===== config.mk =====
export PLATFORM = sky130hd
export DESIGN_NAME = cpu_exec
export DESIGN_NICKNAME = d
export VERILOG_FILES = /design/src/rtl/exec_pkg.sv /design/src/rtl/exec_alu.sv /design/src/rtl/cpu_exec.sv
export SDC_FILE = /design/constraint.sdc
export NUM_CORES = 1
export LEC_CHECK = 0
export BUFFER_PORTS_ARGS = -buffer_cell sky130_fd_sc_hd__buf_2
export CORE_MARGIN = 3
export CORE_UTILIZATION = 54
export DETAILED_ROUTE_END_ITERATION = 6
export PLACE_DENSITY = 0.79
export REMOVE_ABC_BUFFERS = 1
export SYNTH_ARGS = -nofsm -noshare
export SYNTH_HDL_FRONTEND = slang
export SYNTH_SLANG_ARGS = --single-unit

===== constraint.sdc =====
create_clock -name clk_sys -period 9.84 [get_ports clk_sys]
set_input_delay 1.476 -clock clk_sys [delete_from_list [all_inputs] [get_ports clk_sys]]
set_output_delay 1.476 -clock clk_sys [all_outputs]
set_load 0.005 [all_outputs]

===== src/rtl/exec_pkg.sv =====
// shared constants and types for the instruction execution block
package exec_pkg;
   // data and address widths
   localparam int DATA_W = 8;
   localparam int ADDR_W = 7;
   localparam int PC_W = 15;
   localparam int OFFSET_W = 9;
   localparam int NIBBLE_W = 4;
   // reset values
   localparam logic [DATA_W-1:0] WORKING_RESET = 8'h00;
   localparam logic [PC_W-1:0] PC_RESET = 15'h0000;
   // destination select encodings
   localparam logic DEST_WORKING = 1'b0;
   localparam logic DEST_FILE = 1'b1;
   // field positions inside the data byte
   localparam int MSB_POS = 7;
   localparam int LSB_POS = 0;
   // cycles spent by a two-cycle instruction
   localparam int LONG_CYCLES = 2;

   // operation selector
   typedef enum logic [2:0] {
      op_no_operation = 3'b000,
      op_add_working_to_file = 3'b001,
      op_add_working_file_with_carry = 3'b010,
      op_arith_shift_right_file = 3'b011,
      op_bit_clear_file = 3'b100,
      op_test_bit_skip_if_clear = 3'b101,
      op_relative_branch = 3'b110
   } op_type;

   // execution state
   typedef enum logic {
      st_execute = 1'b0,
      st_nop = 1'b1
   } state_type;

   // one decoded instruction with its operand byte
   typedef struct packed {
      op_type op;
      logic [ADDR_W-1:0] file_addr;
      logic dest_sel;
      logic [2:0] bit_sel;
      logic [OFFSET_W-1:0] offset;
      logic [DATA_W-1:0] file_data;
   } exec_req_type;

   // status flags
   typedef struct packed {
      logic carry;
      logic digit_carry_flag;
      logic zero;
   } status_type;

   // write toward the data memory file registers
   typedef struct packed {
      logic strobe;
      logic [ADDR_W-1:0] addr;
      logic [DATA_W-1:0] data;
   } file_write_type;

   localparam status_type STATUS_RESET = 3'b000;
endpackage


===== src/rtl/exec_alu.sv =====
// combinational arithmetic and bit unit for the execution block
`timescale 1ns/1ns
module exec_alu (
   input wire exec_pkg::op_type op,
   input wire logic [7:0] working,
   input wire logic [7:0] file_data,
   input wire logic carry_in,
   input wire logic [2:0] bit_sel,
   output logic [7:0] result,
   output logic carry_out,
   output logic digit_out,
   output logic zero_out
);
   logic [8:0] full_sum; // sum with carry out of bit seven
   logic [4:0] low_sum; // low nibble sum, carry out of bit three
   logic cin; // carry used by the add

   ////////////////////////////////////////////////////////////////
   // result and flags
   always_comb begin
      cin = (op == exec_pkg::op_add_working_file_with_carry) ? carry_in : 1'b0;
      full_sum = {1'b0, working} + {1'b0, file_data} + {8'h00, cin};
      low_sum = {1'b0, working[3:0]} + {1'b0, file_data[3:0]} + {4'h0, cin};
      result = full_sum[7:0];
      carry_out = full_sum[8];
      digit_out = low_sum[4];
      case (op)
         exec_pkg::op_arith_shift_right_file: begin
            // sign bit is kept, bit zero falls into carry
            result = {file_data[exec_pkg::MSB_POS], file_data[7:1]};
            carry_out = file_data[exec_pkg::LSB_POS];
         end
         exec_pkg::op_bit_clear_file: begin
            result = file_data & ~(8'h01 << bit_sel);
         end
         default: begin
            // add paths keep the sums above
         end
      endcase
      zero_out = (result == 8'h00);
   end
endmodule


===== src/rtl/cpu_exec.sv =====
// execution unit for the add, shift, bit and branch instructions
// Overview of operation
// - add working and file, destination by select
// - add with carry, updates carry digit zero
// - shift right, keep msb, bit zero to carry
// - shift destination by select, only carry zero
// - bit clear zeroes one bit, flags untouched
// - test bit clear skips next, two cycles
// - branch to incremented counter plus signed offset
// - branch always takes two cycles
// - counter change or skip adds nop cycle
`timescale 1ns/1ns
module cpu_exec #(
   parameter int PC_W = exec_pkg::PC_W
) (
   input wire logic clk_sys,
   input wire logic rst_b,
   input wire logic req_valid,
   input wire exec_pkg::exec_req_type req,
   output logic ready,
   output logic [7:0] working_reg,
   output exec_pkg::status_type status,
   output logic [PC_W-1:0] program_counter,
   output exec_pkg::file_write_type file_write,
   output logic fetch_discard
);
   localparam logic [PC_W-1:0] PC_ONE = {{(PC_W-1){1'b0}}, 1'b1}; // counter step

   exec_pkg::state_type state; // execute or filler nop
   exec_pkg::state_type next_state;
   logic [7:0] next_working_reg;
   exec_pkg::status_type next_status;
   logic [PC_W-1:0] next_program_counter;
   exec_pkg::file_write_type next_file_write;
   logic next_ready;
   logic next_fetch_discard;
   logic [PC_W-1:0] offset_ext; // sign extended branch offset
   logic taken; // request accepted this cycle
   logic [7:0] alu_result;
   logic alu_carry;
   logic alu_digit;
   logic alu_zero;

   ////////////////////////////////////////////////////////////////
   // shared arithmetic unit
   exec_alu u_alu (
      .op(req.op),
      .working(working_reg),
      .file_data(req.file_data),
      .carry_in(status.carry),
      .bit_sel(req.bit_sel),
      .result(alu_result),
      .carry_out(alu_carry),
      .digit_out(alu_digit),
      .zero_out(alu_zero)
   );

   assign offset_ext = {{(PC_W-exec_pkg::OFFSET_W){req.offset[exec_pkg::OFFSET_W-1]}}, req.offset};
   assign taken = req_valid && ready;

   ////////////////////////////////////////////////////////////////
   // next values of the architectural state
   always_comb begin
      next_state = exec_pkg::st_execute;
      next_working_reg = working_reg;
      next_status = status;
      next_program_counter = program_counter;
      next_file_write = file_write;
      next_file_write.strobe = 1'b0; // write is a single pulse
      case (state)
         exec_pkg::st_execute: begin
            if (taken) begin
               next_program_counter = program_counter + PC_ONE;
               case (req.op)
                  exec_pkg::op_add_working_to_file,
                  exec_pkg::op_add_working_file_with_carry: begin
                     if (req.dest_sel == exec_pkg::DEST_FILE) begin
                        next_file_write = {1'b1, req.file_addr, alu_result};
                     end else begin
                        next_working_reg = alu_result;
                     end
                     next_status = {alu_carry, alu_digit, alu_zero};
                  end
                  exec_pkg::op_arith_shift_right_file: begin
                     if (req.dest_sel == exec_pkg::DEST_FILE) begin
                        next_file_write = {1'b1, req.file_addr, alu_result};
                     end else begin
                        next_working_reg = alu_result;
                     end
                     // digit carry is left alone on a shift
                     next_status.carry = alu_carry;
                     next_status.zero = alu_zero;
                  end
                  exec_pkg::op_bit_clear_file: begin
                     next_file_write = {1'b1, req.file_addr, alu_result};
                  end
                  exec_pkg::op_test_bit_skip_if_clear: begin
                     // the already fetched word is stepped over, so the counter moves two
                     if (!req.file_data[req.bit_sel]) begin
                        next_program_counter = program_counter + PC_ONE + PC_ONE;
                        next_state = exec_pkg::st_nop;
                     end
                  end
                  exec_pkg::op_relative_branch: begin
                     next_program_counter = program_counter + PC_ONE + offset_ext;
                     next_state = exec_pkg::st_nop;
                  end
                  default: begin
                     // plain no-operation only advances the counter
                  end
               endcase
            end
         end
         exec_pkg::st_nop: begin
            // filler cycle: requests are refused, nothing changes
            next_state = exec_pkg::st_execute;
         end
         default: begin
            next_state = exec_pkg::st_execute;
         end
      endcase
      next_ready = (next_state == exec_pkg::st_execute);
      next_fetch_discard = (next_state == exec_pkg::st_nop);
   end

   ////////////////////////////////////////////////////////////////
   // registers
   always_ff @(posedge clk_sys) begin
      if (!rst_b) begin
         state <= exec_pkg::st_execute;
         working_reg <= exec_pkg::WORKING_RESET;
         status <= exec_pkg::STATUS_RESET;
         program_counter <= exec_pkg::PC_RESET[PC_W-1:0];
         file_write <= '0;
         ready <= 1'b1;
         fetch_discard <= 1'b0;
      end else begin
         state <= next_state;
         working_reg <= next_working_reg;
         status <= next_status;
         program_counter <= next_program_counter;
         file_write <= next_file_write;
         ready <= next_ready;
         fetch_discard <= next_fetch_discard;
      end
   end
endmodule


==> results of run 1 <==
-- stage by stage --
stage / hold slack (ns) / instance area, um2 / util / power [mW] / instances
2_1_floorplan: 0.448 / 3580 / - / 0.305 / 473
3_3_place_gp: 0.439 / 4070 / 0.626 / 0.350 / 628
3_5_place_dp: 0.444 / 4070 / 0.626 / 0.354 / 628
4_1_cts: 0.457 / 4180 / 0.644 / 0.499 / 636
5_1_grt: 0.474 / 4180 / 0.644 / 0.528 / 636
6_report: 0.456 / 4180 / 0.644 / 0.501 / 636
-- metal layers --
metal | vias up | share of wire | track usage
li1 | 1895 | - | -
met1 | 1773 | 0.46 | 0.381
met2 | 169 | 0.45 | 0.409
met3 | 14 | 0.082 | 0.0317
met4 | 0 | 0.014 | 0.0783
met5 | - | 0 | 0
-- cells by family (layout without fill, tap and decap cells) --
kind of cell               count (synthesis)  after routing  synth area share
AOI/OAI and AO/OA                        146            146             0.247
buffers and inverters                     47            110            0.0523
DFF                                       44             44             0.239
xor gates and xnor gates                  27             27            0.0663
adders and majority gates                 29             29             0.105
and+or+nand+nor                          194            194             0.265
muxes                                      9              9            0.0258
-- path summary, 6_finish.rpt --
check                                   startpoint                   to  cells past startpoint
worst max register to register  program_counter[0]  program_counter[14]                     14
worst max-delay path                       req[28]            status[0]                     11
worst min register to register       file_write[8]        file_write[8]                      2
worst min-delay path                 file_write[8]        file_write[8]                      2
-- synth_stat cells (all sizes together), types with 10 or more instances --
master,instances
nor3,13
ha,26
inv,24
clkbuf,16
nand3,11
a21oi,54
dfxtp,44
nor2,33
a31oi,10
nand2,83
xor2,12
a211oi,11
o21ai,32
xnor2,15
-- cell type report --
cell class / instances / area, um2
Clock inverter: 3 / 46.3
Multi-Input combinational cell: 405 / 2610
Inverter: 24 / 90.1
Timing Repair Buffer: 78 / 393
Clock buffer: 5 / 68.8
Sequential cell: 44 / 881
Tap cell: 77 / 96.3
Fill cell: 614 / 2310
-- worst max-delay path, stage by stage --
cell	delay [ns]
buf_2	0.13
and2b_1	0.23
nand3b_1	0.10
fa_1	0.41
fa_1	0.41
xor2_1	0.16
a21oi_1	0.12
or4_1	0.41
or3_1	0.31
or4_1	0.40
a21oi_1	0.14
-- power groups by stage --
stage	Clock (mW)	Combinational [mW]	Sequential, mW
final	0.148	0.152	0.201
after global routing	0.154	0.170	0.203
after CTS	0.148	0.151	0.201
after detailed placement	0	0.149	0.205
after global placement	0	0.145	0.204
after floorplan	0	0.102	0.203
==> flow_summary_export.csv, run 1 <==
group,metric,value,unit
floorplanning,rows,29,
setup_path,type_of_element_launching_the_critical_path,"input pin",
cts,clk_root_buffer_cell,"clkbuf_8",
power_and_ir_drop,share_comb_of_total_power,0.303,
power_and_ir_drop,power.density,120,mW/mm2
logic_synthesis,syn_area_per_cell,7.42,um2
cts,clk-insertion-delay-late,0.30,ns
power_and_ir_drop,power.share.sequential,0.402,
power_and_ir_drop,power_report.internal_total,0.327,mW
route,post_drt_wl_per_cell,15.8,um
floorplanning,initial_utilization,0.567,
sta,worst_slew_margin_relative_to_its_limit,0.266,
logic_synthesis,synthesis_warnings,0,
cts,clock_path_buffers,2,
floorplanning,top_level_ports,78,
layout,largest_register_ff_count,16,
sta,fin_setup_tns,0,ns
floorplanning,fp.dieH,88.6,um
cts,total_clock_buffers_created_by_cts,5,
sta,layout_min_cycle_time,4.07,ns
route,detail_route.vias_per_cell,6.06,
global_route,initial_antenna_violation_count,0,
place,place_worst_setup_slack,5.48,ns
layout,layout_commonest_cell,"nand2_1",
global_route,grt_overflow,0,
cts,cts_tree,"built",
route,drt_iter0_markers,238,
sta,final-hold-violation-count,0,
logic_synthesis,yosys_register_bits,44,
global_route,number_of_global_route_vias_before_repair,3504,
power_and_ir_drop,power_switching,0.174,mW
cts,postCtsHoldBufs,0,
hold_path,min_path_type,"reg -> reg",
cts,path_clk_slew,0.09,ns
logic_synthesis,yosysSeqAreaShare,0.239,
global_route,first_pass_grt_wire_length,16.4,mm
place,gp_congestion,0.946,
setup_path,kind_of_critical_path,"in -> reg",
layout,area.growth.synth_to_final,13.6,%
sta,finClkSkew,0.00768,ns
cts,h_tree_level_count,2,
route,detail_route.drc_violations,0,
sta,timing.final.ws_setup,5.77,ns
sta,max_freq,246,MHz
setup_path,critical_path.max_fanout,6,
place,port_buffers,77,
layout,finish.net_count,621,
logic_synthesis,synth_enable_flop_cells,0,
sta,period_share,0.413,
place,hpwlAfterDp,7.62,mm
route,post_detailed_routing_wire_length,10.1,mm
sta,final_setup_violations,0,
cts,cts_setup_buffers,0,
run,cap_violations,0,
setup_path,timing.critical_path.arrival,4.30,ns
floorplanning,coreArea,0.00649,mm2
logic_synthesis,netlist_area,0.00368,mm2
global_route,grt_start_max_net_pins,33,
sta,worst_slew_pin_slew,1.10,ns
layout,num_antenna_cells,0,
route,final_antenna_net_count,0,
floorplanning,die_w,88.6,um
logic_synthesis,synth_largest_type_area_fraction,0.239,
power_and_ir_drop,clock_power_share,0.295,
route,detail_route.first_pass.iterations,5,
logic_synthesis,post_synth_main_area_contributors,"dfxtp_1, ha_1, nand2_1, a21oi_1, o21ai_0",
logic_synthesis,biggest_area_consumer_among_synthesized_cells,"dfxtp_1",
cts,tritoncts_num_sinks,44,
sta,maxSlewViolCount,0,
sta,grt_setup_unrepaired,"false",
power_and_ir_drop,vdd_drop_max,0.0627,mV
layout,final_layout_size_suffix_gt1_frac,0.181,
floorplanning,fp.dieArea,0.00784,mm2
power_and_ir_drop,static-leakage-power,1.84,nW
logic_synthesis,ys_types,70,
logic_synthesis,synth-async-reset-ratio,0,
global_route,grt_util_all_layers,0.263,
power_and_ir_drop,power.share.switching,0.347,
logic_synthesis,synth_top_flop_cell,"dfxtp_1",
setup_path,timing.reg2reg.setup_slack,6.14,ns
status,status,"complete, no violations",
setup_path,required,10.07,ns
cts,ctsResizeCount,0,
route,detailroute.via_count,3851,
logic_synthesis,synthCells,496,
setup_path,worstSetupEndpointType,"register",
layout,mostFrequentLayoutCells,"nand2_1, buf_2, a21oi_1, dfxtp_1",
Power figures use the tool's default switching activity.
==> inputs of run 2 (changes only) <==
Clock period 9.84 ns to 4 ns, I/O delays scaled along.
==> run 2 against run 1 <==
Compared with the run above:
- clock skew is essentially flat
- global-route usage grew 0.97 points
- sequential power grew 150%
- die area is the same
- first-iteration DRC count grew 11%
- final area grew 0.18%
- flip-flop and latch count is the same
- worst hold slack gained 0.00090 ns
- cell count grew 0.16%
- critical path depth grew 3
- core utilization grew 0.12 points
- non-clock buffer count grew 1
- critical path type is now reg -> reg
==> flow_summary_export.csv, run 2 (same netlist as run 1, synthesis figures left out) <==
group,metric,value,unit
place,hpwlAfterDp,7.91,mm
setup_path,required,4.24,ns
layout,finish.net_count,622,
layout,seqCellArea,881,um2
layout,post-route-cell-area,0.00419,mm2
layout,num_antenna_cells,0,
route,final_antenna_net_count,0,
route,detail_route.vias_per_cell,6.08,
sta,finClkSkew,0.00806,ns
layout,layout_commonest_cell,"nand2_1",
sta,grt_setup_unrepaired,"false",
place,gp_congestion,0.931,
setup_path,worstSetupEndpointType,"register",
cts,postCtsHoldBufs,0,
sta,layout_min_cycle_time,3.59,ns
sta,maxSlewViolCount,0,
route,post_drt_wl_per_cell,16.4,um
route,met3WireLength,881,um
layout,area.growth.synth_to_final,13.8,%
sta,worst_slew_margin_relative_to_its_limit,0.316,
setup_path,kind_of_critical_path,"reg -> reg",
floorplanning,rows,29,
cts,clock_path_buffers,2,
cts,total_clock_buffers_created_by_cts,5,
cts,clk_root_buffer_cell,"clkbuf_8",
layout,final_layout_size_suffix_gt1_frac,0.182,
status,status,"complete, no violations",
floorplanning,fp.dieH,88.6,um
sta,max_freq,279,MHz
sta,worst_slew_pin_slew,1.03,ns
place,port_buffers,77,
cts,h_tree_level_count,2,
floorplanning,coreArea,0.00649,mm2
route,met1_length,4.81,mm
global_route,grt_start_max_net_pins,33,
global_route,initial_antenna_violation_count,0,
route,detail_route.drc_violations,0,
power_and_ir_drop,static-leakage-power,1.84,nW
global_route,grt_util_all_layers,0.272,
global_route,first_pass_grt_wire_length,16.9,mm
power_and_ir_drop,vdd_drop_max,0.150,mV
layout,mostFrequentLayoutCells,"nand2_1, buf_2, a21oi_1, dfxtp_1",
hold_path,holdPathStages,2,
cts,cts_tree,"built",
sta,final-hold-violation-count,0,
route,detailroute.via_count,3871,
layout,largest_register_ff_count,16,
power_and_ir_drop,power.density,296,mW/mm2
global_route,number_of_global_route_vias_before_repair,3501,
hold_path,min_path_type,"reg -> reg",
layout,layoutNonFillerInstCount,637,
cts,tritoncts_num_sinks,44,
setup_path,timing.reg2reg.worst_path_depth,14,
run,cap_violations,0,
cts,ctsResizeCount,0,
route,detail_route.first_pass.iterations,7,
layout,multi_input_comb_area,0.00261,mm2
setup_path,timing.critical_path.arrival,3.83,ns
cts,cts_setup_buffers,0,
sta,period_share,0.897,
route,post_detailed_routing_wire_length,10.5,mm
place,dp.cells,629,
route,drt_iter0_markers,264,
route,highest-signal-layer,"met4",
global_route,grt_overflow,0,
route,route.met2.wl,4.60,mm
layout,num-fill-cells,615,
cts,path_clk_slew,0.10,ns
sta,fin_setup_tns,0,ns
setup_path,critical_path.max_fanout,9,
floorplanning,initial_utilization,0.567,
floorplanning,fp.dieArea,0.00784,mm2
place,placement.cell_area,0.00408,mm2
floorplanning,die_w,88.6,um
cts,clk-insertion-delay-late,0.31,ns
sta,final_setup_violations,0,
setup_path,type_of_element_launching_the_critical_path,"register",
floorplanning,top_level_ports,78,
[run 2: final cells by class]
type                    count  share of cell area
inverters                  24              0.0215
multi-input cells         405               0.622
clock inverters             3              0.0110
flip-flops and latches     44               0.210
repair buffers             79              0.0956
clock buffers               5              0.0164
well taps                  77              0.0230
[run 2: power breakdown]
part           leakage [nW]  switching (mW)  internal (mW)
clock network        0.0548           0.179          0.188
registers             0.360          0.0317          0.463
logic                  1.43           0.224          0.156
total                  1.84           0.435          0.807
[run 2: routing by layer]
metal  track usage  vias to the layer above
met5             0                        -
met4        0.0948                        0
met3        0.0438                       18
met2         0.409                      185
met1         0.395                     1775
li1              -                     1893
[run 2: final timing paths]
path	to	slack, ns	start
max	program_counter[14]	0.41	program_counter[0]
min reg2reg	file_write[14]	0.46	file_write[14]
min	file_write[14]	0.46	file_write[14]
max reg2reg	program_counter[14]	0.41	program_counter[0]
[run 2: critical path, cell delays in order (launching register included)]
cell and delay, ns:
dfxtp_1 0.50, ha_1 0.32, nand3_1 0.28, nor2_1 0.24, xnor2_1 0.18, inv_1 0.07, ha_1 0.33, and3_1 0.20
o211ai_1 0.11, a21oi_1 0.10, o41ai_1 0.52, o21ai_0 0.18, xnor2_1 0.21, nand2_1 0.07, a31oi_1 0.19
[run 2: through the flow]
| step | total power [mW] | hold slack [ns] | worst slack, ns | util |
|---|---|---|---|---|
| finish | 1.24 | 0.457 | 0.411 | 0.645 |
| CTS | 1.24 | 0.457 | 0.437 | 0.645 |
| global placement | 0.864 | 0.439 | 0.564 | 0.627 |
| floorplan | 0.750 | 0.448 | 0.792 | - |
| global route | 1.31 | 0.482 | 0.0812 | 0.645 |
| detailed placement | 0.874 | 0.444 | 0.479 | 0.627 |
